--- config.mk ---
export PLATFORM = sky130hd
export DESIGN_NAME = hbt_core
export DESIGN_NICKNAME = d
export VERILOG_FILES = /design/src/design/hbt_pkg.sv /design/src/design/hbt_core.sv
export SDC_FILE = /design/constraint.sdc
export NUM_CORES = 1
export LEC_CHECK = 0
export ABC_AREA = 1
export BUFFER_PORTS_ARGS = -buffer_cell sky130_fd_sc_hd__buf_2
export CAP_MARGIN = 20
export CELL_PAD_IN_SITES_DETAIL_PLACEMENT = 1
export CELL_PAD_IN_SITES_GLOBAL_PLACEMENT = 1
export CORE_MARGIN = 2
export CORE_UTILIZATION = 33
export CTS_CLUSTER_DIAMETER = 60
export DETAILED_ROUTE_END_ITERATION = 12
export GPL_ROUTABILITY_DRIVEN = 0
export HOLD_SLACK_MARGIN = 0.1
export PLACE_DENSITY = 0.77
export SYNTH_ARGS = -nofsm -noshare
export SYNTH_HDL_FRONTEND = slang
export SYNTH_SLANG_ARGS = --single-unit
--- constraint.sdc ---
create_clock -name clk -period 2.21 [get_ports clk]
set_input_delay 0.221 -clock clk [delete_from_list [all_inputs] [get_ports clk]]
set_output_delay 0.221 -clock clk [all_outputs]
set_load 0.01 [all_outputs]
--- src/design/hbt_pkg.sv ---
package hbt_pkg;

   // register byte addresses on the AHB-Lite slave
   localparam logic [7:0] ADDR_CONTROL_0 = 8'h00;
   localparam logic [7:0] ADDR_CONTROL_1 = 8'h04;
   localparam logic [7:0] ADDR_ADDRESS_HIGH = 8'h08;
   localparam logic [7:0] ADDR_ADDRESS_LOW = 8'h0C;
   localparam logic [7:0] ADDR_DATA_HIGH = 8'h10;
   localparam logic [7:0] ADDR_DATA_LOW = 8'h14;
   localparam logic [7:0] ADDR_STATUS = 8'h18;

   // break_control_0 fields
   localparam int MODE_ENABLE_HI_BIT = 7;
   localparam int MODE_ENABLE_LO_BIT = 6;
   localparam int PROGRAM_ONLY_SELECT_BIT = 5;
   localparam int RANGE_BIT_1_BIT = 1;
   localparam int RANGE_BIT_0_BIT = 0;

   // break_control_1 fields
   localparam int DATA_COMPARE_ENABLE_BIT = 6;
   localparam int HIGH_BYTE_MASK_BIT = 5;
   localparam int LOW_BYTE_MASK_BIT = 4;
   localparam int RW_COMPARE_ENABLE_1_BIT = 3;
   localparam int RW_COMPARE_VALUE_1_BIT = 2;
   localparam int RW_COMPARE_ENABLE_0_BIT = 1;
   localparam int RW_COMPARE_VALUE_0_BIT = 0;

   // status fields (read only)
   localparam int STATUS_TAG_ENABLE_BIT = 0;
   localparam int STATUS_BREAK_PENDING_BIT = 1;
   localparam int STATUS_BDM_REQUEST_BIT = 2;
   localparam int STATUS_SWI_REQUEST_BIT = 3;

   localparam logic [7:0] CONTROL_RESET = 8'h00;
   localparam logic [7:0] MATCH_RESET = 8'h00;
   localparam int QUEUE_DEPTH_DEFAULT = 4;

   // value of the two mode-enable bits
   typedef enum logic [1:0] {
      HBT_MODE_OFF = 2'h0,
      HBT_MODE_SWI_DUAL = 2'h1,
      HBT_MODE_BDM_FULL = 2'h2,
      HBT_MODE_BDM_DUAL = 2'h3
   } hbt_mode_t;

   // cpu-side bus cycle view, sampled once per clk
   typedef struct packed {
      logic eFall;         // pulse: falling edge of e_bus_clock
      logic eWindow;       // level: quarter cycle around rising e_bus_clock
      logic lowByteStrobe; // value the cpu wants on low_byte_strobe
      logic fetch;         // this bus cycle fetches a program word
      logic rw;            // 1 read, 0 write
      logic [15:0] addr;
      logic [15:0] data;
      logic queueAdvance;  // pulse: queue head word retired
      logic queueFlush;    // pulse: queue discarded (change of flow)
      logic instrStart;    // pulse: instruction at head about to execute
      logic headHigh;      // opcode at head sits in high byte
   } hbt_cpu_t;

   typedef struct packed {
      logic brkHigh;
      logic brkLow;
      logic extHigh;
      logic extLow;
   } hbt_tag_t;

endpackage

--- src/design/hbt_core.sv ---
// Added by the designer: the AHB-Lite interface to the registers and the address map.
`timescale 1ns/1ps
// Contract
// - mode bits select off, dual SWI, full BACKGROUND_DEBUG_MODE, or dual BACKGROUND_DEBUG_MODE breakpoints.
// - program-only clear breaks at next boundary; set breaks only on executed opcode.
// - in dual SWI mode program-only is ignored; only executed-opcode breaks.
// - range bit 0 picks high-byte or full-word compare for breakpoint zero.
// - range bit 1 adds low-byte compare for breakpoint one in dual modes only.
// - data compare enable gates all use of the data match registers.
// - full mode byte masks drop data bits 15:8 or 7:0 from the compare.
// - breakpoint zero read/write qualifier: don't care, writes on 0, reads on 1.
// - breakpoint one read/write qualifier likewise, dual modes only.
// - address match high and low compare the address high and low bytes.
// - data match registers hit data bus in full mode, address bus in dual.
// - power-on reset clears four match registers; plain reset keeps them.
// - both control registers readable and writable at any time.
// - tag-and-go command arms tag inputs, latched with fetch at falling E.
// - tag pins independent, low marks its byte, both high no tag.
// - tagging ends on background entry; serial commands held while tagging.
// - tags ride the queue; tagged head enters background instead of executing.
// - low tag pin driven as low strobe a quarter cycle around rising E.
// - in dual modes data compare enable enables breakpoint one.
// - no breakpoint taken while background mode is active.
module hbt_core #(
   parameter int QUEUE_DEPTH = hbt_pkg::QUEUE_DEPTH_DEFAULT
) (
   input wire logic clk,
   input wire logic reset,
   input wire logic powerOnReset,
   input wire logic hsel,
   input wire logic [31:0] haddr,
   input wire logic [1:0] htrans,
   input wire logic hwrite,
   input wire logic [2:0] hsize,
   input wire logic [31:0] hwdata,
   input wire logic hready,
   output logic hreadyout,
   output logic [31:0] hrdata,
   output logic hresp,
   input wire hbt_pkg::hbt_cpu_t cpu,
   input wire logic bdmActive,
   input wire logic tagGoCommand,
   input wire logic tagHighPinIn,
   input wire logic tagLowPinIn,
   output logic lowStrobeOut,
   output logic lowStrobeOe_n,
   input wire logic swiAccept,
   input wire logic bdmAccept,
   output logic swiRequest,
   output logic bdmRequest,
   output logic tagEnable,
   output logic serialHold
);
   localparam int PW = (QUEUE_DEPTH > 1) ? $clog2(QUEUE_DEPTH) : 1;

   logic [7:0] control0;
   logic [7:0] control1;
   logic [7:0] addressHigh;
   logic [7:0] addressLow;
   logic [7:0] dataHigh;
   logic [7:0] dataLow;
   logic writePending;
   logic [7:0] writeAddr;
   logic breakPending;
   hbt_pkg::hbt_tag_t tagQueue [QUEUE_DEPTH];
   logic [PW-1:0] wrPtr;
   logic [PW-1:0] rdPtr;
   logic [PW:0] fill;

   // bus decode
   wire addrPhase = hsel & htrans[1] & hready;
   wire [7:0] regAddr = haddr[7:0];
   wire mapped = (haddr[31:8] == 24'h000000) & (regAddr[1:0] == 2'h0);
   wire [7:0] statusByte = {4'h0, swiRequest, bdmRequest, breakPending, tagEnable};
   wire [7:0] readByte =
      !mapped ? 8'h00 :
      (regAddr == hbt_pkg::ADDR_CONTROL_0) ? control0 :
      (regAddr == hbt_pkg::ADDR_CONTROL_1) ? control1 :
      (regAddr == hbt_pkg::ADDR_ADDRESS_HIGH) ? addressHigh :
      (regAddr == hbt_pkg::ADDR_ADDRESS_LOW) ? addressLow :
      (regAddr == hbt_pkg::ADDR_DATA_HIGH) ? dataHigh :
      (regAddr == hbt_pkg::ADDR_DATA_LOW) ? dataLow :
      (regAddr == hbt_pkg::ADDR_STATUS) ? statusByte : 8'h00;
   wire [7:0] wrByte = hwdata[7:0];
   wire wrControl0 = writePending & (writeAddr == hbt_pkg::ADDR_CONTROL_0);
   wire wrControl1 = writePending & (writeAddr == hbt_pkg::ADDR_CONTROL_1);
   wire wrAddrHigh = writePending & (writeAddr == hbt_pkg::ADDR_ADDRESS_HIGH);
   wire wrAddrLow = writePending & (writeAddr == hbt_pkg::ADDR_ADDRESS_LOW);
   wire wrDataHigh = writePending & (writeAddr == hbt_pkg::ADDR_DATA_HIGH);
   wire wrDataLow = writePending & (writeAddr == hbt_pkg::ADDR_DATA_LOW);

   // control field decode
   wire [1:0] modeBits = {control0[hbt_pkg::MODE_ENABLE_HI_BIT], control0[hbt_pkg::MODE_ENABLE_LO_BIT]};
   wire swiDual = (modeBits == hbt_pkg::HBT_MODE_SWI_DUAL);
   wire bdmFull = (modeBits == hbt_pkg::HBT_MODE_BDM_FULL);
   wire bdmDual = (modeBits == hbt_pkg::HBT_MODE_BDM_DUAL);
   wire dualMode = swiDual | bdmDual;
   wire programOnly = swiDual | control0[hbt_pkg::PROGRAM_ONLY_SELECT_BIT];
   wire range0 = control0[hbt_pkg::RANGE_BIT_0_BIT];
   wire range1 = control0[hbt_pkg::RANGE_BIT_1_BIT];
   wire dataEnable = control1[hbt_pkg::DATA_COMPARE_ENABLE_BIT];
   wire maskHigh = control1[hbt_pkg::HIGH_BYTE_MASK_BIT];
   wire maskLow = control1[hbt_pkg::LOW_BYTE_MASK_BIT];
   // read/write qualifiers mean nothing in SWI mode or on program breaks
   wire rwUsable = !swiDual & !programOnly;
   wire rwEnable0 = control1[hbt_pkg::RW_COMPARE_ENABLE_0_BIT] & rwUsable;
   wire rwEnable1 = control1[hbt_pkg::RW_COMPARE_ENABLE_1_BIT] & rwUsable;
   wire rwValue0 = control1[hbt_pkg::RW_COMPARE_VALUE_0_BIT];
   wire rwValue1 = control1[hbt_pkg::RW_COMPARE_VALUE_1_BIT];

   // comparators
   wire addrHighHit0 = (cpu.addr[15:8] == addressHigh);
   wire addrLowHit0 = !range0 | (cpu.addr[7:0] == addressLow);
   wire rwHit0 = !rwEnable0 | (cpu.rw == rwValue0);
   wire bp0Hit = addrHighHit0 & addrLowHit0 & rwHit0;
   wire dataHighHit = maskHigh | (cpu.data[15:8] == dataHigh);
   wire dataLowHit = maskLow | (cpu.data[7:0] == dataLow);
   // masks only act with the data compare on and not on program breaks
   wire dataHit = !dataEnable | programOnly | (dataHighHit & dataLowHit);
   wire fullHit = bdmFull & bp0Hit & dataHit;
   wire addrHighHit1 = (cpu.addr[15:8] == dataHigh);
   wire addrLowHit1 = !range1 | (cpu.addr[7:0] == dataLow);
   wire rwHit1 = !rwEnable1 | (cpu.rw == rwValue1);
   wire bp1Hit = dataEnable & addrHighHit1 & addrLowHit1 & rwHit1;
   wire dualHit = dualMode & (bp0Hit | bp1Hit);
   wire anyHit = cpu.eFall & !bdmActive & (fullHit | dualHit);
   wire programHit = anyHit & programOnly & cpu.fetch;
   wire dataBreakHit = anyHit & !programOnly;

   // instruction queue tags
   wire queueFull = (fill == (PW + 1)'(QUEUE_DEPTH));
   wire queueEmpty = (fill == '0);
   wire queueWrite = cpu.eFall & cpu.fetch & !queueFull;
   wire queueRead = cpu.queueAdvance & !queueEmpty;
   wire extSample = tagEnable & !bdmActive;
   wire extHigh = extSample & !tagHighPinIn;
   wire extLow = extSample & !tagLowPinIn;
   hbt_pkg::hbt_tag_t newTag;
   assign newTag = '{brkHigh: programHit, brkLow: programHit, extHigh: extHigh, extLow: extLow};
   hbt_pkg::hbt_tag_t headTag;
   assign headTag = tagQueue[rdPtr];
   wire headExt = cpu.headHigh ? headTag.extHigh : headTag.extLow;
   wire headBrk = cpu.headHigh ? headTag.brkHigh : headTag.brkLow;
   wire headLive = cpu.instrStart & !queueEmpty & !bdmActive;
   wire extFire = headLive & headExt;
   wire brkFire = headLive & headBrk;
   wire boundaryFire = cpu.instrStart & breakPending & !bdmActive;
   wire setSwi = brkFire & swiDual & !extFire;
   wire setBdm = extFire | (brkFire & !swiDual) | boundaryFire;
   wire next_breakPending = !bdmActive & (dataBreakHit | (breakPending & !cpu.instrStart));

   // bus slave: zero wait states, response always OKAY
   always_ff @(posedge clk)
   begin
      if (reset)
      begin
         hreadyout <= 1'b0;
         hresp <= 1'b0;
         hrdata <= 32'h00000000;
         writePending <= 1'b0;
         writeAddr <= 8'h00;
      end
      else
      begin
         hreadyout <= 1'b1;
         hresp <= 1'b0;
         if (addrPhase & !hwrite)
            hrdata <= {24'h000000, readByte};
         writePending <= addrPhase & hwrite & mapped;
         writeAddr <= regAddr;
      end
   end

   always_ff @(posedge clk)
   begin
      if (reset)
      begin
         control0 <= hbt_pkg::CONTROL_RESET;
         control1 <= hbt_pkg::CONTROL_RESET;
      end
      else
      begin
         if (wrControl0)
            control0 <= wrByte;
         if (wrControl1)
            control1 <= wrByte;
      end
   end

   // match registers survive plain reset
   always_ff @(posedge clk)
   begin
      if (powerOnReset)
      begin
         addressHigh <= hbt_pkg::MATCH_RESET;
         addressLow <= hbt_pkg::MATCH_RESET;
         dataHigh <= hbt_pkg::MATCH_RESET;
         dataLow <= hbt_pkg::MATCH_RESET;
      end
      else
      begin
         if (wrAddrHigh)
            addressHigh <= wrByte;
         if (wrAddrLow)
            addressLow <= wrByte;
         if (wrDataHigh)
            dataHigh <= wrByte;
         if (wrDataLow)
            dataLow <= wrByte;
      end
   end

   // tag store: written at falling E with the fetched word
   always_ff @(posedge clk)
   begin
      if (reset | cpu.queueFlush)
      begin
         wrPtr <= '0;
         rdPtr <= '0;
         fill <= '0;
      end
      else
      begin
         if (queueWrite)
            wrPtr <= (wrPtr == PW'(QUEUE_DEPTH - 1)) ? '0 : wrPtr + PW'(1);
         if (queueRead)
            rdPtr <= (rdPtr == PW'(QUEUE_DEPTH - 1)) ? '0 : rdPtr + PW'(1);
         fill <= fill + (PW + 1)'(queueWrite) - (PW + 1)'(queueRead);
      end
   end

   always_ff @(posedge clk)
   begin
      if (queueWrite)
         tagQueue[wrPtr] <= newTag;
   end

   // requests and tagging state; set wins over clear
   always_ff @(posedge clk)
   begin
      if (reset)
      begin
         breakPending <= 1'b0;
         swiRequest <= 1'b0;
         bdmRequest <= 1'b0;
         tagEnable <= 1'b0;
         serialHold <= 1'b0;
      end
      else
      begin
         breakPending <= next_breakPending;
         swiRequest <= setSwi | (swiRequest & !swiAccept);
         bdmRequest <= setBdm | (bdmRequest & !bdmAccept);
         tagEnable <= tagGoCommand | (tagEnable & !bdmActive);
         serialHold <= tagGoCommand | (tagEnable & !bdmActive);
      end
   end

   // shared low tag pin: driven only in the strobe window
   always_ff @(posedge clk)
   begin
      if (reset)
      begin
         lowStrobeOut <= 1'b1;
         lowStrobeOe_n <= 1'b1;
      end
      else
      begin
         lowStrobeOut <= cpu.lowByteStrobe;
         lowStrobeOe_n <= !cpu.eWindow;
      end
   end

endmodule // hbt_core

**Yosys cells after proc, flatten, opt, wreduce, memory -nomap -nowiden**

Memory sizes are Yosys's and may differ from the RTL's. A register that Yosys moved wholly into a read port is not among the register bits.
Index checks and enable logic that the tools add are counted.

- Add/sub/neg operators: 4
- $mul: 0
- Divide/modulo/power cells: 0
- Magnitude comparators: 0
- Equal/unequal tests: 25
- Shift operators: 0
- Mux-type cells: 17
- Bitwise operators: 67
- Reductions and logical operators: 23

Operators by type and width:

| kind | count |
|---|---|
| 2-to-1 mux 8 bit | 7 |
| AND 1 bit | 48 |
| == test 8 bit | 6 |
| == test 8 x 5 -> 1 bit (second input constant) | 5 |
| == test 8 x 4 -> 1 bit (second input constant) | 4 |
| logical NOT 24 bit | 1 |
| bitwise OR 1 bit | 19 |
| logical NOT 1 bit | 18 |
| == test 8 x 3 -> 1 bit (second input constant) | 2 |
| logical NOT 8 bit | 2 |
| == test 2 bit (second input constant) | 4 |
| 2-to-1 mux 2 bit | 4 |
| 2-to-1 mux 1 bit | 5 |
| adder 2 x 1 -> 2 bit (second input constant) | 2 |
| 2-to-1 mux 4 bit | 1 |
| adder 3 x 1 -> 3 bit | 1 |
| == test 3 bit (second input constant) | 1 |
| logical NOT 3 bit | 1 |
| subtractor 3 x 1 -> 3 bit | 1 |
| == test 1 bit | 2 |
| == test 2 x 1 -> 1 bit (second input constant) | 1 |
| logical NOT 2 bit | 1 |

- Register bits after elaboration: 79
- Latch bits: 0
- Bits in writable memories: 16
- ROM bits: 0
- Input bits: 122
- Output and inout bits: 40
- Logic and storage cells: 156
- Memories: 1

Memory list:

| memory | words | width | rd ports | clocked after memory_dff | write ports | line | text |
|---|---|---|---|---|---|---|---|
| tagQueue | 4 | 4 | 1 | 1 | 1 | hbt_core.sv:65 | `hbt_pkg::hbt_tag_t tagQueue [QUEUE_DEPTH];` |

**Depth between registers and ports, before layout**

Gate-level depths: netlist (run 1).

- Depth after elaboration: 15
- Mapped depth: 13
- Gate-level depth less buffers: 13

**Least setup slack after synthesis (run 1)**

No wires, ideal clock.

- Path kind: register to register
- Start point: register fill[1]
- End point: register fill[2]
- Setup time: 70 ps
- Arrival time: 2065 ps
- Required time: 2140 ps
- Setup slack: 75 ps
- Stages on the path, launching flop included: 11
- Buffers on the path: 0
- Clock period less this slack: 2135 ps
- Path through: dfxtp_1 > nor2_1 > a21oi_1 > clkinv_1 > ha_1 > inv_1 > ha_1 > inv_1 > fa_1 > or2_2 > a21oi_1

- Cells in the longest elaborated chain, start to end: 5
- Elaborated cells between the ends (all ways): 8
- Classes of those cells: add/sub (2); eq/ne (1); bitwise (2); reduce/logical (3)

Ends and longest elaborated chain:

| item | line | text |
|---|---|---|
| start, declared | hbt_core.sv:68 | `logic [PW:0] fill;` |
| start signal, assigned | hbt_core.sv:228 | `fill <= fill + (PW + 1)'(queueWrite) - (PW + 1)'(queueRead);` |
| == test 3 bit | hbt_core.sv:131 | `wire queueFull = (fill == (PW + 1)'(QUEUE_DEPTH));` |
| logical NOT 1 bit | hbt_core.sv:133 | `wire queueWrite = cpu.eFall & cpu.fetch & !queueFull;` |
| AND 1 bit | hbt_core.sv:133 |  |
| adder 3 x 1 -> 3 bit | hbt_core.sv:228 |  |
| subtractor 3 x 1 -> 3 bit (*) | hbt_core.sv:228 |  |

Mark *: on every way between the ends. The rest lies on a longest branch, timed or not.
A chain may end at the register's enable or synchronous reset.

**Final worst setup path (run 1)**

- Start point: register fill[1]
- End point: register fill[2]

- Elaborated cells between the ends (all ways): 8
- Classes of those cells: add/sub (2); eq/ne (1); bitwise (2); reduce/logical (3)

RTL lines:

| item | line | text |
|---|---|---|
| logical NOT 3 bit | hbt_core.sv:132 | `wire queueEmpty = (fill == '0);` |
| logical NOT 1 bit | hbt_core.sv:134 | `wire queueRead = cpu.queueAdvance & !queueEmpty;` |
| AND 1 bit | hbt_core.sv:134 |  |
| net queueRead | hbt_core.sv:134 |  |
| subtractor 3 x 1 -> 3 bit | hbt_core.sv:228 |  |

The timed path passes the listed nets, and every way through them passes these cells.

==> results, run 1 <==
- The detail route stage leaves a number of antenna-violating nets equal to 0.
- The post-route non-filler standard cell count is 987.
- The clock drives 93 sinks.
- By count the netlist is led by sky130_fd_sc_hd__nand2_1, sky130_fd_sc_hd__nor2_1, sky130_fd_sc_hd__dfxtp_1, sky130_fd_sc_hd__inv_1, sky130_fd_sc_hd__a21oi_1.
- The tree is rooted in a sky130_fd_sc_hd__clkbuf_16.
- The pre-antenna-repair detailed-routing pass consisted of 4 iterations.
- Net switching is 25.1% of the power.
- The number of I/O pins is 162.
- The least setup slack across all paths after layout is 0.172 ns.
- For this design the total switching power over the nets is 0.922 mW.
- In the synthesized netlist the async set-or-reset flop fraction comes to 0%.
- The post-detailed-route wirelength per cell is 15.3 um.
- The startpoint identified for the worst hold timing path is haddr[5].
- The final hold violation count is 0.
- The biggest area consumer among synthesized cells is sky130_fd_sc_hd__dfxtp_1.
- The endpoint of the worst hold path is writeAddr[5]$_SDFF_PP0_.
- The final layout contains 924 nets.
- In the routed design, unresolved DRC markers number 0.
- The via count of the first global-routing pass is 4594.
- After synthesis, the cell types taking the most area are sky130_fd_sc_hd__dfxtp_1, sky130_fd_sc_hd__nand2_1, sky130_fd_sc_hd__nor2_1, sky130_fd_sc_hd__edfxtp_1, sky130_fd_sc_hd__inv_1.
- The core box area is 15200 sq um.
- The number of enable flip-flop cells after synthesis is 12.
- The sequential power share is 47.6%.
- The run finished with clean final reports.
- The slack of the worst reg-to-reg path is 0.17 ns.
- Setup repair after global routing left no endpoint under its margin.
- Clock skew on the completed layout was measured at 0.00742 ns.
- Across the whole layout, storage elements account for 1990 sq um.
- Setup violations remaining at the end of the flow were counted as 0.
- In this run the power density over the cells is 605 nW/um^2.
- The nature of the critical path startpoint is a flip-flop.
- Dividing the final minimum period by the clock period gives 92.2%.
- The critical path is of the reg -> reg type.
- The total power draw is 3.67 mW.
- The tool flagged a number of max-cap violations equal to 0.
- The cell count after placement is 969.
- The cell area that synthesis handed to floorplanning was 5120 sq um.
- STA puts the critical path data required time at 2.49 ns.
- The min-delay analysis places its worst path in the category in -> reg.
- The largest single stage delay on the critical path is 0.40 ns.
- The pre-CTS setup slack is 0.0412 ns.
- The worst hold path passes through 3 cells.
- The pin count of the biggest net entering global routing is 33.
- The post-synthesis to final-layout area growth is 18.2%.
- Along the worst path, the maximum fanout reaches 4.
- The average instance in the mapped netlist occupies 7.49 sq um.
- The cell with the largest stage delay on the worst path is sky130_fd_sc_hd__fa_1.
- sky130_fd_sc_hd__nand2_1 is the most common cell in the netlist.
- The x dimension of the die is 129 um.
- During placement, the flow inserted port buffers numbering 108.
- In this run the critical register-to-register path is launched from fill[1]$_SDFF_PP0_.
- Cells with a size suffix above 1 make up 21.2% of the layout.
- The transition at the pin with the smallest max-transition slack is 0.645 ns.
- The final-report max-slew violation count came to 0.
- The sequential element share of the synthesized area is 38.7%.
- STA puts the critical path data arrival time at 2.32 ns.
- The area share of the leading cell type in the synthesized netlist is 31.6%.
- The final sum of negative setup slack is 0 ns.
- The number of vias in the routed layout is 4711.
- The internal power of the cells totals 2.74 mW.
- The number of fillers in the final layout is 1934.
- The floorplan step defined a die boundary enclosing 16500 sq um.
- The upper clock frequency limit is 491 MHz.
- The total track usage is 18.7%.
- The DRC marker count from the first detailed-route iteration is 236.
- The initial antenna violation count is 0.
- The final global-route overflow total is 0.
- The flip-flop cell with the highest count after synthesis is sky130_fd_sc_hd__dfxtp_1.
- The total of flip-flops plus latches after synthesis is 93.
- The clock power share is 42.7%.
- The clock period minus final worst setup slack is 2.04 ns.
- The Yosys warning count is 0.
- The clock transition at the register clock pins on the worst setup and hold paths after CTS is 0.07 ns.
- The first global-routing pass estimated 23900 um of wire.
- The worst-case IR drop observed on VDD is 0.327 mV.
- The total length of routed wires is 15100 um.
- The number of antenna repair diodes is 0.
- After detailed routing, the number of vias per cell comes to 4.77.
- The maximum buffer depth of the clock tree is 2.
- The number of distinct library cells after synthesis is 45.
- The kind of end point of the critical path is a flip-flop.
- Measured against its own limit, the worst slew margin works out to 57.0%.
- The area used by multi-input combinational logic is 2630 sq um.
- TritonCTS built the clock tree.
- The effective utilization at floorplan is 33.7%.
- The portion of total power attributed to combinational logic is 9.7%.
- The clock insertion delay at the later pin of the skew report is 0.35 ns.
- The worst reg2reg path depth is 9.
- The HPWL after detailed placement is 12000 um.
- From bottom edge to top edge, the die measures 129 um.
- CTS built an H-tree with a depth of 3.
- The endpoint of the lowest-slack register-to-register path is fill[2]$_SDFF_PP0_.
- The standby leakage power is 2.67 nW.
- Walking the worst path, the cells encountered are nor3_4 -> nor2_2 -> ha_1 -> inv_1 -> ha_1 -> inv_1 -> fa_1 -> or2_2 -> a21oi_1.
- Counting the buffers created by CTS gives 9.
- The number of buffers added for setup after CTS is 0.
- The total number of placement rows is 45.
- The post-synthesis cell count is 684.
[layer usage]
metal  GRT usage [%]  wire length, um  up-vias
met2            32.1             7360      114
met5               0                0        -
met1            24.1             6820     2194
met4            6.01              265        0
li1                -                -     2383
met3            2.95              705       20
[cell type report]
type | count | share of cell area [%]
Tap cell | 188 | 3.88
Timing Repair Buffer | 114 | 9.75
Inverter | 88 | 5.45
Multi-Input combinational cell | 488 | 43.3
Sequential cell | 93 | 32.8
Clock buffer | 10 | 3.78
Clock inverter | 6 | 1.03
[worst max-delay path by stage]
| stage | slack [ns] | cells after the start | endpoint | from |
|---|---|---|---|---|
| 2_1_floorplan | 0.08 | 10 | fill[2]$_SDFF_PP0_ | fill[1]$_SDFF_PP0_ |
| 6_report | 0.17 | 9 | fill[2]$_SDFF_PP0_ | fill[1]$_SDFF_PP0_ |
| 3_3_place_gp | 0.11 | 9 | fill[2]$_SDFF_PP0_ | fill[1]$_SDFF_PP0_ |
| 4_1_cts | 0.03 | 9 | fill[2]$_SDFF_PP0_ | fill[1]$_SDFF_PP0_ |
| 5_1_grt | 0.004 | 9 | fill[2]$_SDFF_PP0_ | fill[1]$_SDFF_PP0_ |
| 3_5_place_dp | 0.04 | 9 | fill[2]$_SDFF_PP0_ | fill[1]$_SDFF_PP0_ |
[cells in the final DEF (no fill, tap or decap), types with 6 or more instances in the layout]
master                      synthesis  final
sky130_fd_sc_hd__a211oi_1          33     33
sky130_fd_sc_hd__a21oi_1           47     47
sky130_fd_sc_hd__buf_2              0    108
sky130_fd_sc_hd__clkbuf_16          0      9
sky130_fd_sc_hd__conb_1             1     25
sky130_fd_sc_hd__dfxtp_1           81     79
sky130_fd_sc_hd__edfxtp_1          12     12
sky130_fd_sc_hd__ha_1               7      7
sky130_fd_sc_hd__inv_1             81     81
sky130_fd_sc_hd__inv_2              6      7
sky130_fd_sc_hd__nand2_1          134    134
sky130_fd_sc_hd__nand3_1           20     20
sky130_fd_sc_hd__nor2_1           105    104
sky130_fd_sc_hd__nor2_2             5      6
sky130_fd_sc_hd__o21ai_0           28     28
sky130_fd_sc_hd__xnor2_1           33     33
[timing repair]
item | 4_1_cts | 5_1_grt
setup endpoints to repair | 0 | 1
resized for setup | 0 | 7
hold buffers | 2 | 0
hold endpoints to repair | 2 | 0
[worst max-delay path, delay by kind of cell, from the launching register on]
family,cells,cell delay [ns]
buf+inv,2,0.10
simple gates,3,0.59
flops,1,0.37
fa+ha+maj,3,0.80
compound gates,1,0.11
[flip-flops by register name, indices dropped and copies added, names as in the netlist, 2 cells and up, named ones only]
signal / cells
addressLow: 8
fill: 3
writeAddr: 8
hrdata: 8
tagQueue: 12
wrPtr: 2
addressHigh: 8
rdPtr: 2
dataLow: 8
control0: 8
dataHigh: 8
control1: 8
[power by group through the flow]
stage          logic, mW  registers [mW]  clock network (mW)
6_report           0.357            1.74                1.57
5_1_grt            0.401            1.75                1.65
4_1_cts            0.358            1.74                1.58
3_5_place_dp       0.353            1.78                   0
3_3_place_gp       0.343            1.78                   0
2_1_floorplan      0.222            1.78                   0
[cell families after synthesis]
group	count (synthesis)	share of synthesized area, %
buffers and inverters	127	12.1
other	1	0.0732
flip-flops	93	38.7
AND/OR/NAND/NOR	302	27.4
adder cells (fa/ha/maj)	8	2.10
AO/OA/AOI/OAI	120	14.0
XOR/XNOR	33	5.64
[stage by stage]
step / hold WS [ns] / area [sq um] / utilization [%]
after floorplan: 0.291 / 5220 / -
after global placement: 0.387 / 5730 / 37.7
after detailed placement: 0.402 / 5730 / 37.7
after CTS: 0.104 / 6040 / 39.7
after global routing: 0.127 / 6060 / 39.9
final: 0.118 / 6060 / 39.9
No activity file was read; power rests on OpenSTA's default activity.
==> run 2: changes to the inputs <==
--- a/config.mk
+++ b/config.mk
@@ -17,6 +17,7 @@
 export GPL_ROUTABILITY_DRIVEN = 0
 export HOLD_SLACK_MARGIN = 0.1
 export PLACE_DENSITY = 0.77
+export REMOVE_ABC_BUFFERS = 1
 export SYNTH_ARGS = -nofsm -noshare
 export SYNTH_HDL_FRONTEND = slang
 export SYNTH_SLANG_ARGS = --single-unit
==> run 2 against run 1 <==
First-iteration DRC count down 8.1%. Final area grew 0.56%. Clock skew is essentially flat. Via count fell by 0.49%. Wire length shrank 0.69%. Core utilization increased by 0.22 points. Non-clock buffer count up 2. Register-to-register slack lost 0.07 ns. Die area did not move. Cell count rose by 0.20%. Worst setup slack worse by 0.068 ns. Sequential share of layout area is 0.18 points lower.
==> results, run 2 (same netlist as run 1, synthesis figures left out) <==
- The flow ran to the end, and the final reports show no timing, DRC or antenna violations.
- The worst path needs 2.11 ns of the cycle, external delays included.
- The tree is rooted in a sky130_fd_sc_hd__clkbuf_16.
- The cell count after placement is 971.
- Before antenna repair, the detailed router went through 4 iterations.
- In this run the horizontal extent of the chip is 129 um.
- The transition at the pin with the smallest max-transition slack is 0.654 ns.
- The relative slew slack is 56.3%.
- The final global-route overflow total is 0.
- After the first detailed-routing iteration, the DRC count stood at 217.
- The area used by multi-input combinational logic is 2630 sq um.
- The clock insertion delay at the later pin of the skew report is 0.36 ns.
- The met3 wire length is 597 um.
- The nature of the critical path startpoint is a flip-flop.
- For the worst setup path, the data required time is 2.49 ns.
- Detailed placement finished with a half-perimeter wire length of 12000 um.
- The net count of the finished layout is 926.
- In the final routing, the length of wire on met1 measures 6770 um.
- The critical path goes through nor3_4 -> nor2_1 -> ha_1 -> inv_1 -> ha_1 -> inv_1 -> fa_1 -> or2_2 -> a21oi_1.
- The upper clock frequency limit is 475 MHz.
- At the worst endpoint, the arrival time is 2.39 ns.
- For this run, design rule violations remaining after detail routing come to 0.
- The critical path class is reg -> reg.
- The chip height is 129 um.
- The clock drives 93 sinks.
- From synthesis to final layout, the design area changed by 18.9%.
- The final-report max-slew violation count was 0.
- In this run, CTS created clock tree buffers numbering 9.
- The share of the clock period used by the worst path is 95.3%.
- Dividing total power by cell area gives a power density of 615 nW/um^2.
- After filler insertion, the fill cell instance count of the layout stands at 1977.
- The via count of the first global-routing pass is 4749.
- Buffers placed on the I/O ports in this run total 108.
- The final hold violation count is 0.
- VDD sags by at most 0.280 mV.
- Leaving out fill and tap cells, the most frequent cells in the layout are sky130_fd_sc_hd__nand2_1, sky130_fd_sc_hd__buf_2, sky130_fd_sc_hd__nor2_1, sky130_fd_sc_hd__inv_1, sky130_fd_sc_hd__dfxtp_1.
- The wire length on met2 is 7360 um.
- The pin count of the biggest net entering global routing is 33.
- In this run the count of I/O pins placed on the die edge is 162.
- The final setup violation count is 0.
- The finished layout holds 989 standard cells, fillers aside.
- The average via count per standard cell is 4.74.
- The uppermost layer routed is met4.
- The path class of the tightest hold or removal check is in -> reg.
- The cell with the largest stage delay on the worst path is sky130_fd_sc_hd__fa_1.
- The initial antenna violation count came to 0.
- The antenna violation net count after detailed routing is 0.
- The maximum buffer depth of the clock tree is 2.
- The floorplan has 45 rows.
- The floorplan die area is 16500 sq um.
- The post-detailed-route wirelength per cell is 15.2 um.
- STA classifies the critical path endpoint as a flip-flop.
- The standby leakage power is 2.69 nW.
- The tool flagged a number of max-cap violations equal to 0.
- The core box area is 15200 sq um.
- The H-tree was split into 3 levels.
- The post-route worst hold slack is 0.100 ns.
- The register with the most flip-flops in the layout has 12 of them.
- The most common cell after layout, fill and taps aside is sky130_fd_sc_hd__nand2_1.
- The total length of routed wires is 15000 um.
- The highest fanout seen on the critical path is 4.
- The ratio of cells with drive above 1 in the final layout is 21.0%.
- Power comes to 3.74 mW.
- The total track usage is 18.4%.
- The largest incremental delay on the critical path is 0.39 ns.
- Clock skew on the completed layout was measured at 0.00750 ns.
- The number of vias in the routed layout is 4688.
- The clock transition at the register clock pins on the worst setup and hold paths after CTS is 0.06 ns.
- 0 antenna diodes ended up in the layout.
- The sequential cells in the finished layout cover a total of 1990 sq um.
- Counting flops per register, the top entry is tagQueue.
- The first-pass GRT wire length is 23600 um.
- The effective utilization at floorplan is 33.7%.
- The clock tree from TritonCTS is yes.
run 2: routing by layer:
metal	up-vias	track usage [%]
met4	0	5.95
li1	2385	-
met2	83	32.2
met5	-	0
met1	2197	22.7
met3	23	3.95
run 2: critical path, delay by kind of cell, from the launching register on:
kind,cells,cell delay (ns)
and+or+nand+nor,3,0.62
buffers and inverters,2,0.12
adders and majority gates,3,0.80
AOI/OAI and AO/OA,1,0.12
DFF,1,0.37
run 2: worst paths after layout:
path / depth (start not counted) / start / end / slack, ns
setup / recovery: 9 / fill[1]$_SDFF_PP0_ / fill[2]$_SDFF_PP0_ / 0.10
hold / removal: 3 / tagGoCommand / serialHold$_SDFF_PP0_ / 0.10
setup reg to reg: 9 / fill[1]$_SDFF_PP0_ / fill[2]$_SDFF_PP0_ / 0.10
hold reg to reg: 2 / hrdata[0]$_SDFFE_PP0P_ / hrdata[0]$_SDFFE_PP0P_ / 0.46
run 2: report_power, final:
group	total [mW]	internal, mW	switching, mW
clock network	1.65	0.993	0.653
logic	0.355	0.139	0.216
registers	1.74	1.73	0.0145
total	3.74	2.86	0.884
run 2: repair_timing:
action / CTS / global route
endpoints found under the hold margin: 2 / 0
endpoints found under the setup margin: 1 / 1
buffers inserted: 0 / 0
hold buffers: 2 / 0
gates resized for setup: 2 / 5
run 2: area by class of cell:
| type | count | area share [%] |
|---|---|---|
| multi-input cells | 488 | 43.1 |
| flip-flops and latches | 93 | 32.6 |
| repair buffers | 116 | 9.94 |
| inverters | 88 | 5.42 |
| clock buffers | 12 | 3.88 |
| well taps | 188 | 3.86 |
| clock inverters | 4 | 1.19 |
run 2: through the flow:
step	cell area, sq um	TNS [ns]	utilization [%]	setup slack (ns)
after global routing	6090	-0.00717	40.1	-0.00717
after global placement	5740	0	37.8	0.0835
after CTS	6080	0	40.0	0.0603
final	6090	0	40.1	0.105
after floorplan	4920	0	-	0.0751
after detailed placement	5740	-0.0677	37.8	-0.0677
==> run 3: changes to the inputs <==
--- a/config.mk
+++ b/config.mk
@@ -16,8 +16,9 @@
 export DETAILED_ROUTE_END_ITERATION = 12
 export GPL_ROUTABILITY_DRIVEN = 0
 export HOLD_SLACK_MARGIN = 0.1
-export PLACE_DENSITY = 0.77
+export PLACE_DENSITY_LB_ADDON = 0.3
 export REMOVE_ABC_BUFFERS = 1
 export SYNTH_ARGS = -nofsm -noshare
 export SYNTH_HDL_FRONTEND = slang
 export SYNTH_SLANG_ARGS = --single-unit
+export TNS_END_PERCENT = 10
==> run 3 against run 2 <==
Wire length increased by 3.4%. Power increased by 0.85%. Count of clock-buffer cells in the layout decreased by 2. Sequential cell count unchanged. Maximum frequency increased by 0.87%. Final area increased by 0.70%. First-iteration DRC count decreased by 1.8%. Cell count increased by 0.51%. Critical endpoint unchanged. Largest power group unchanged.
==> results, run 3 (same netlist as run 1, synthesis figures left out) <==
- The total length of routed wires is 15500 um.
- For this design, the sink count on the clock tree is 93.
- After detailed routing, the average wire length per cell comes to 15.6 um.
- The via count of the first global-routing pass was 4756.
- The floorplan has 45 rows.
- The cell with the largest stage delay on the worst path is sky130_fd_sc_hd__dfxtp_1.
- After layout, the worst path uses 94.4% of the clock period.
- The post-synthesis to final-layout area growth is 19.7%.
- The transition at the pin with the smallest max-transition slack is 0.656 ns.
- The final hold violation count is 0.
- The clock tree from TritonCTS is yes.
- The total track usage is 19.3%.
- The register with the most flip-flops in the final layout is tagQueue.
- For this design the top-level I/O count stands at 162.
- The final design instance area without fill is 6140 sq um.
- The detailed-router iteration count before antenna repair is 4.
- Based on the critical path, the design can be clocked at up to 479 MHz.
- Summed over all cells, the static leakage comes to 2.72 nW.
- The kind of end point of the critical path is a flip-flop.
- The H-tree depth reported by CTS is 3.
- The nature of the critical path startpoint is a flip-flop.
- The max-cap check violation count is 0.
- The DRC marker count from the first detailed-route iteration is 213.
- The x dimension of the die is 129 um.
- Between clock sinks in the finished design, the worst skew comes to 0.0128 ns.
- The origin of the worst min-delay path is swiAccept.
- Counting instances, the worst hold path has a depth of 4.
- The final-report max-slew violation count is 0.
- In the routed design, unresolved DRC markers number 0.
- The number of I/O port buffers is 108.
- The clock root buffer is sky130_fd_sc_hd__clkbuf_16.
- The first global-routing pass estimated 24500 um of wire.
- The area used by multi-input combinational logic is 2630 sq um.
- The initial antenna violation count is 0.
- The ratio of cells with drive above 1 in the final layout is 21.6%.
- The clock period minus final worst setup slack is 2.09 ns.
- The effective utilization at floorplan is 33.7%.
- The kind of cell adding the most delay to the critical path is adder cells.
- The flip-flop count of the largest register after layout is 12.
- The post-route worst hold slack is 0.110 ns.
- The net total in the final layout is 930.
- The clock insertion delay at the later pin of the skew report is 0.36 ns.
- The number of fillers in the final layout is 1972.
- The die is 129 um tall.
- The critical path contains buffers and inverters numbering 2 combined.
- The worst reg2reg path depth is 9.
- The final global-route overflow total is 0.
- In this run the tightest slew margin relative to its limit is 56.3%.
- The TritonCTS buffer count is 9.
- Traced cell by cell, the critical path runs through nor3_4 -> nor2_1 -> ha_1 -> inv_1 -> ha_1 -> inv_1 -> fa_1 -> or2_2 -> a21oi_1.
- Leaving out fill and tap cells, the most frequent cell in the layout is sky130_fd_sc_hd__nand2_1.
- The instance area after placement is 5750 sq um.
- The class of the tightest hold or removal check is in -> reg.
- The critical path is of the reg -> reg type.
- The final setup violation count is 0.
- The post-route non-filler standard cell count is 994.
- The run finished with clean final reports.
- In the layout the commonest cells are sky130_fd_sc_hd__nand2_1, sky130_fd_sc_hd__buf_2, sky130_fd_sc_hd__nor2_1, sky130_fd_sc_hd__inv_1, sky130_fd_sc_hd__dfxtp_1.
- The highest fanout seen on the critical path is 3.
- Clock-pin slew was measured on the worst setup and hold paths at 0.07 ns.
- The floorplan step defined a core boundary enclosing 15200 sq um.
- The floorplan step defined a die boundary enclosing 16500 sq um.
- Counting along the longest clock path gives a buffer depth of 2.
- The footprint of the flip-flops and latches is 1990 sq um.
- The HPWL after detailed placement is 12300 um.
- For the worst setup path, the data arrival time is 2.37 ns.
- Dividing total power by cell area gives a power density of 616 nW/um^2.
- After detailed placement, the design holds a cell count of 972.
- The antenna violation net count after detailed routing is 0.
- The largest single stage delay on the critical path is 0.43 ns.
- VDD sags by at most 0.392 mV.
- The number of stages on the worst setup path is 9.
- After detailed routing, the number of vias per cell comes to 4.78.
- The data required time of the worst path is 2.49 ns.
- The worst flop-to-flop path startpoint is fill[2]$_SDFF_PP0_.
- The pin count of the biggest net entering global routing is 33.
- Tracing the worst setup path back leads to its startpoint at fill[2]$_SDFF_PP0_.
- The detailed router placed 4748 vias in this run.
==> run 3: cell count changes in the layout (fill, tap and decap cells not counted) <==
| cell | change |
|---|---|
| sky130_fd_sc_hd__buf_4 | +3 |
| sky130_fd_sc_hd__diode_2 | +1 |
| sky130_fd_sc_hd__dlygate4sd3_1 | +1 |
| sky130_fd_sc_hd__clkinv_2 | +2 |
| sky130_fd_sc_hd__clkbuf_1 | -2 |
| sky130_fd_sc_hd__clkinv_4 | +2 |
| sky130_fd_sc_hd__clkinv_1 | -1 |
| sky130_fd_sc_hd__inv_6 | -1 |
==> run 3: stage by stage <==
step / setup TNS (ns) / power [mW] / setup WS (ns) / utilization (%)
after floorplan: 0 / 1.95 / 0.0751 / -
after global placement: 0 / 2.12 / 0.0831 / 37.8
after detailed placement: -0.0353 / 2.13 / -0.0353 / 37.8
after CTS: 0 / 3.80 / 0.0218 / 40.2
after global routing: -0.0721 / 3.90 / -0.0721 / 40.3
final: 0 / 3.78 / 0.123 / 40.4
==> run 3: cell type report <==
type	count	area share, %
Clock inverter	6	1.43
Timing Repair Buffer	120	10.4
Tap cell	188	3.83
Sequential cell	93	32.4
Antenna cell	1	0.0408
Inverter	88	5.38
Clock buffer	10	3.73
Multi-Input combinational cell	488	42.8
==> run 3: power by group <==
part,switching [mW],internal (mW)
Sequential,0.0143,1.73
Combinational,0.219,0.144
Clock,0.678,0.992
Total,0.912,2.86
==> run 3: timing repair <==
action	4_1_cts	5_1_grt
endpoints found under the setup margin	1	1
pin swaps	0	1
hold buffers	3	0
hold endpoints to repair	3	0
setup buffers	0	2
resized for setup	2	5
==> run 3: worst paths after layout <==
check	end	slack, ns
max	fill[2]$_SDFF_PP0_	0.12
min	swiRequest$_SDFF_PP0_	0.11
max reg2reg	fill[2]$_SDFF_PP0_	0.12
min reg2reg	hrdata[5]$_SDFFE_PP0P_	0.47
==> run 3: worst min-delay path, stage by stage <==
cell and delay, ns:
sky130_fd_sc_hd__buf_2 0.07, sky130_fd_sc_hd__inv_1 0.03, sky130_fd_sc_hd__nand2_1 0.04, sky130_fd_sc_hd__a21oi_1 0.05
==> run 3: per-layer routing <==
| metal | vias up | part of all wire [%] | track usage (%) |
|---|---|---|---|
| met5 | - | 0 | 0 |
| met4 | 0 | 1.7 | 6.78 |
| met3 | 15 | 3.9 | 2.41 |
| met2 | 90 | 49 | 33.7 |
| met1 | 2239 | 45 | 24.5 |
| li1 | 2404 | - | - |
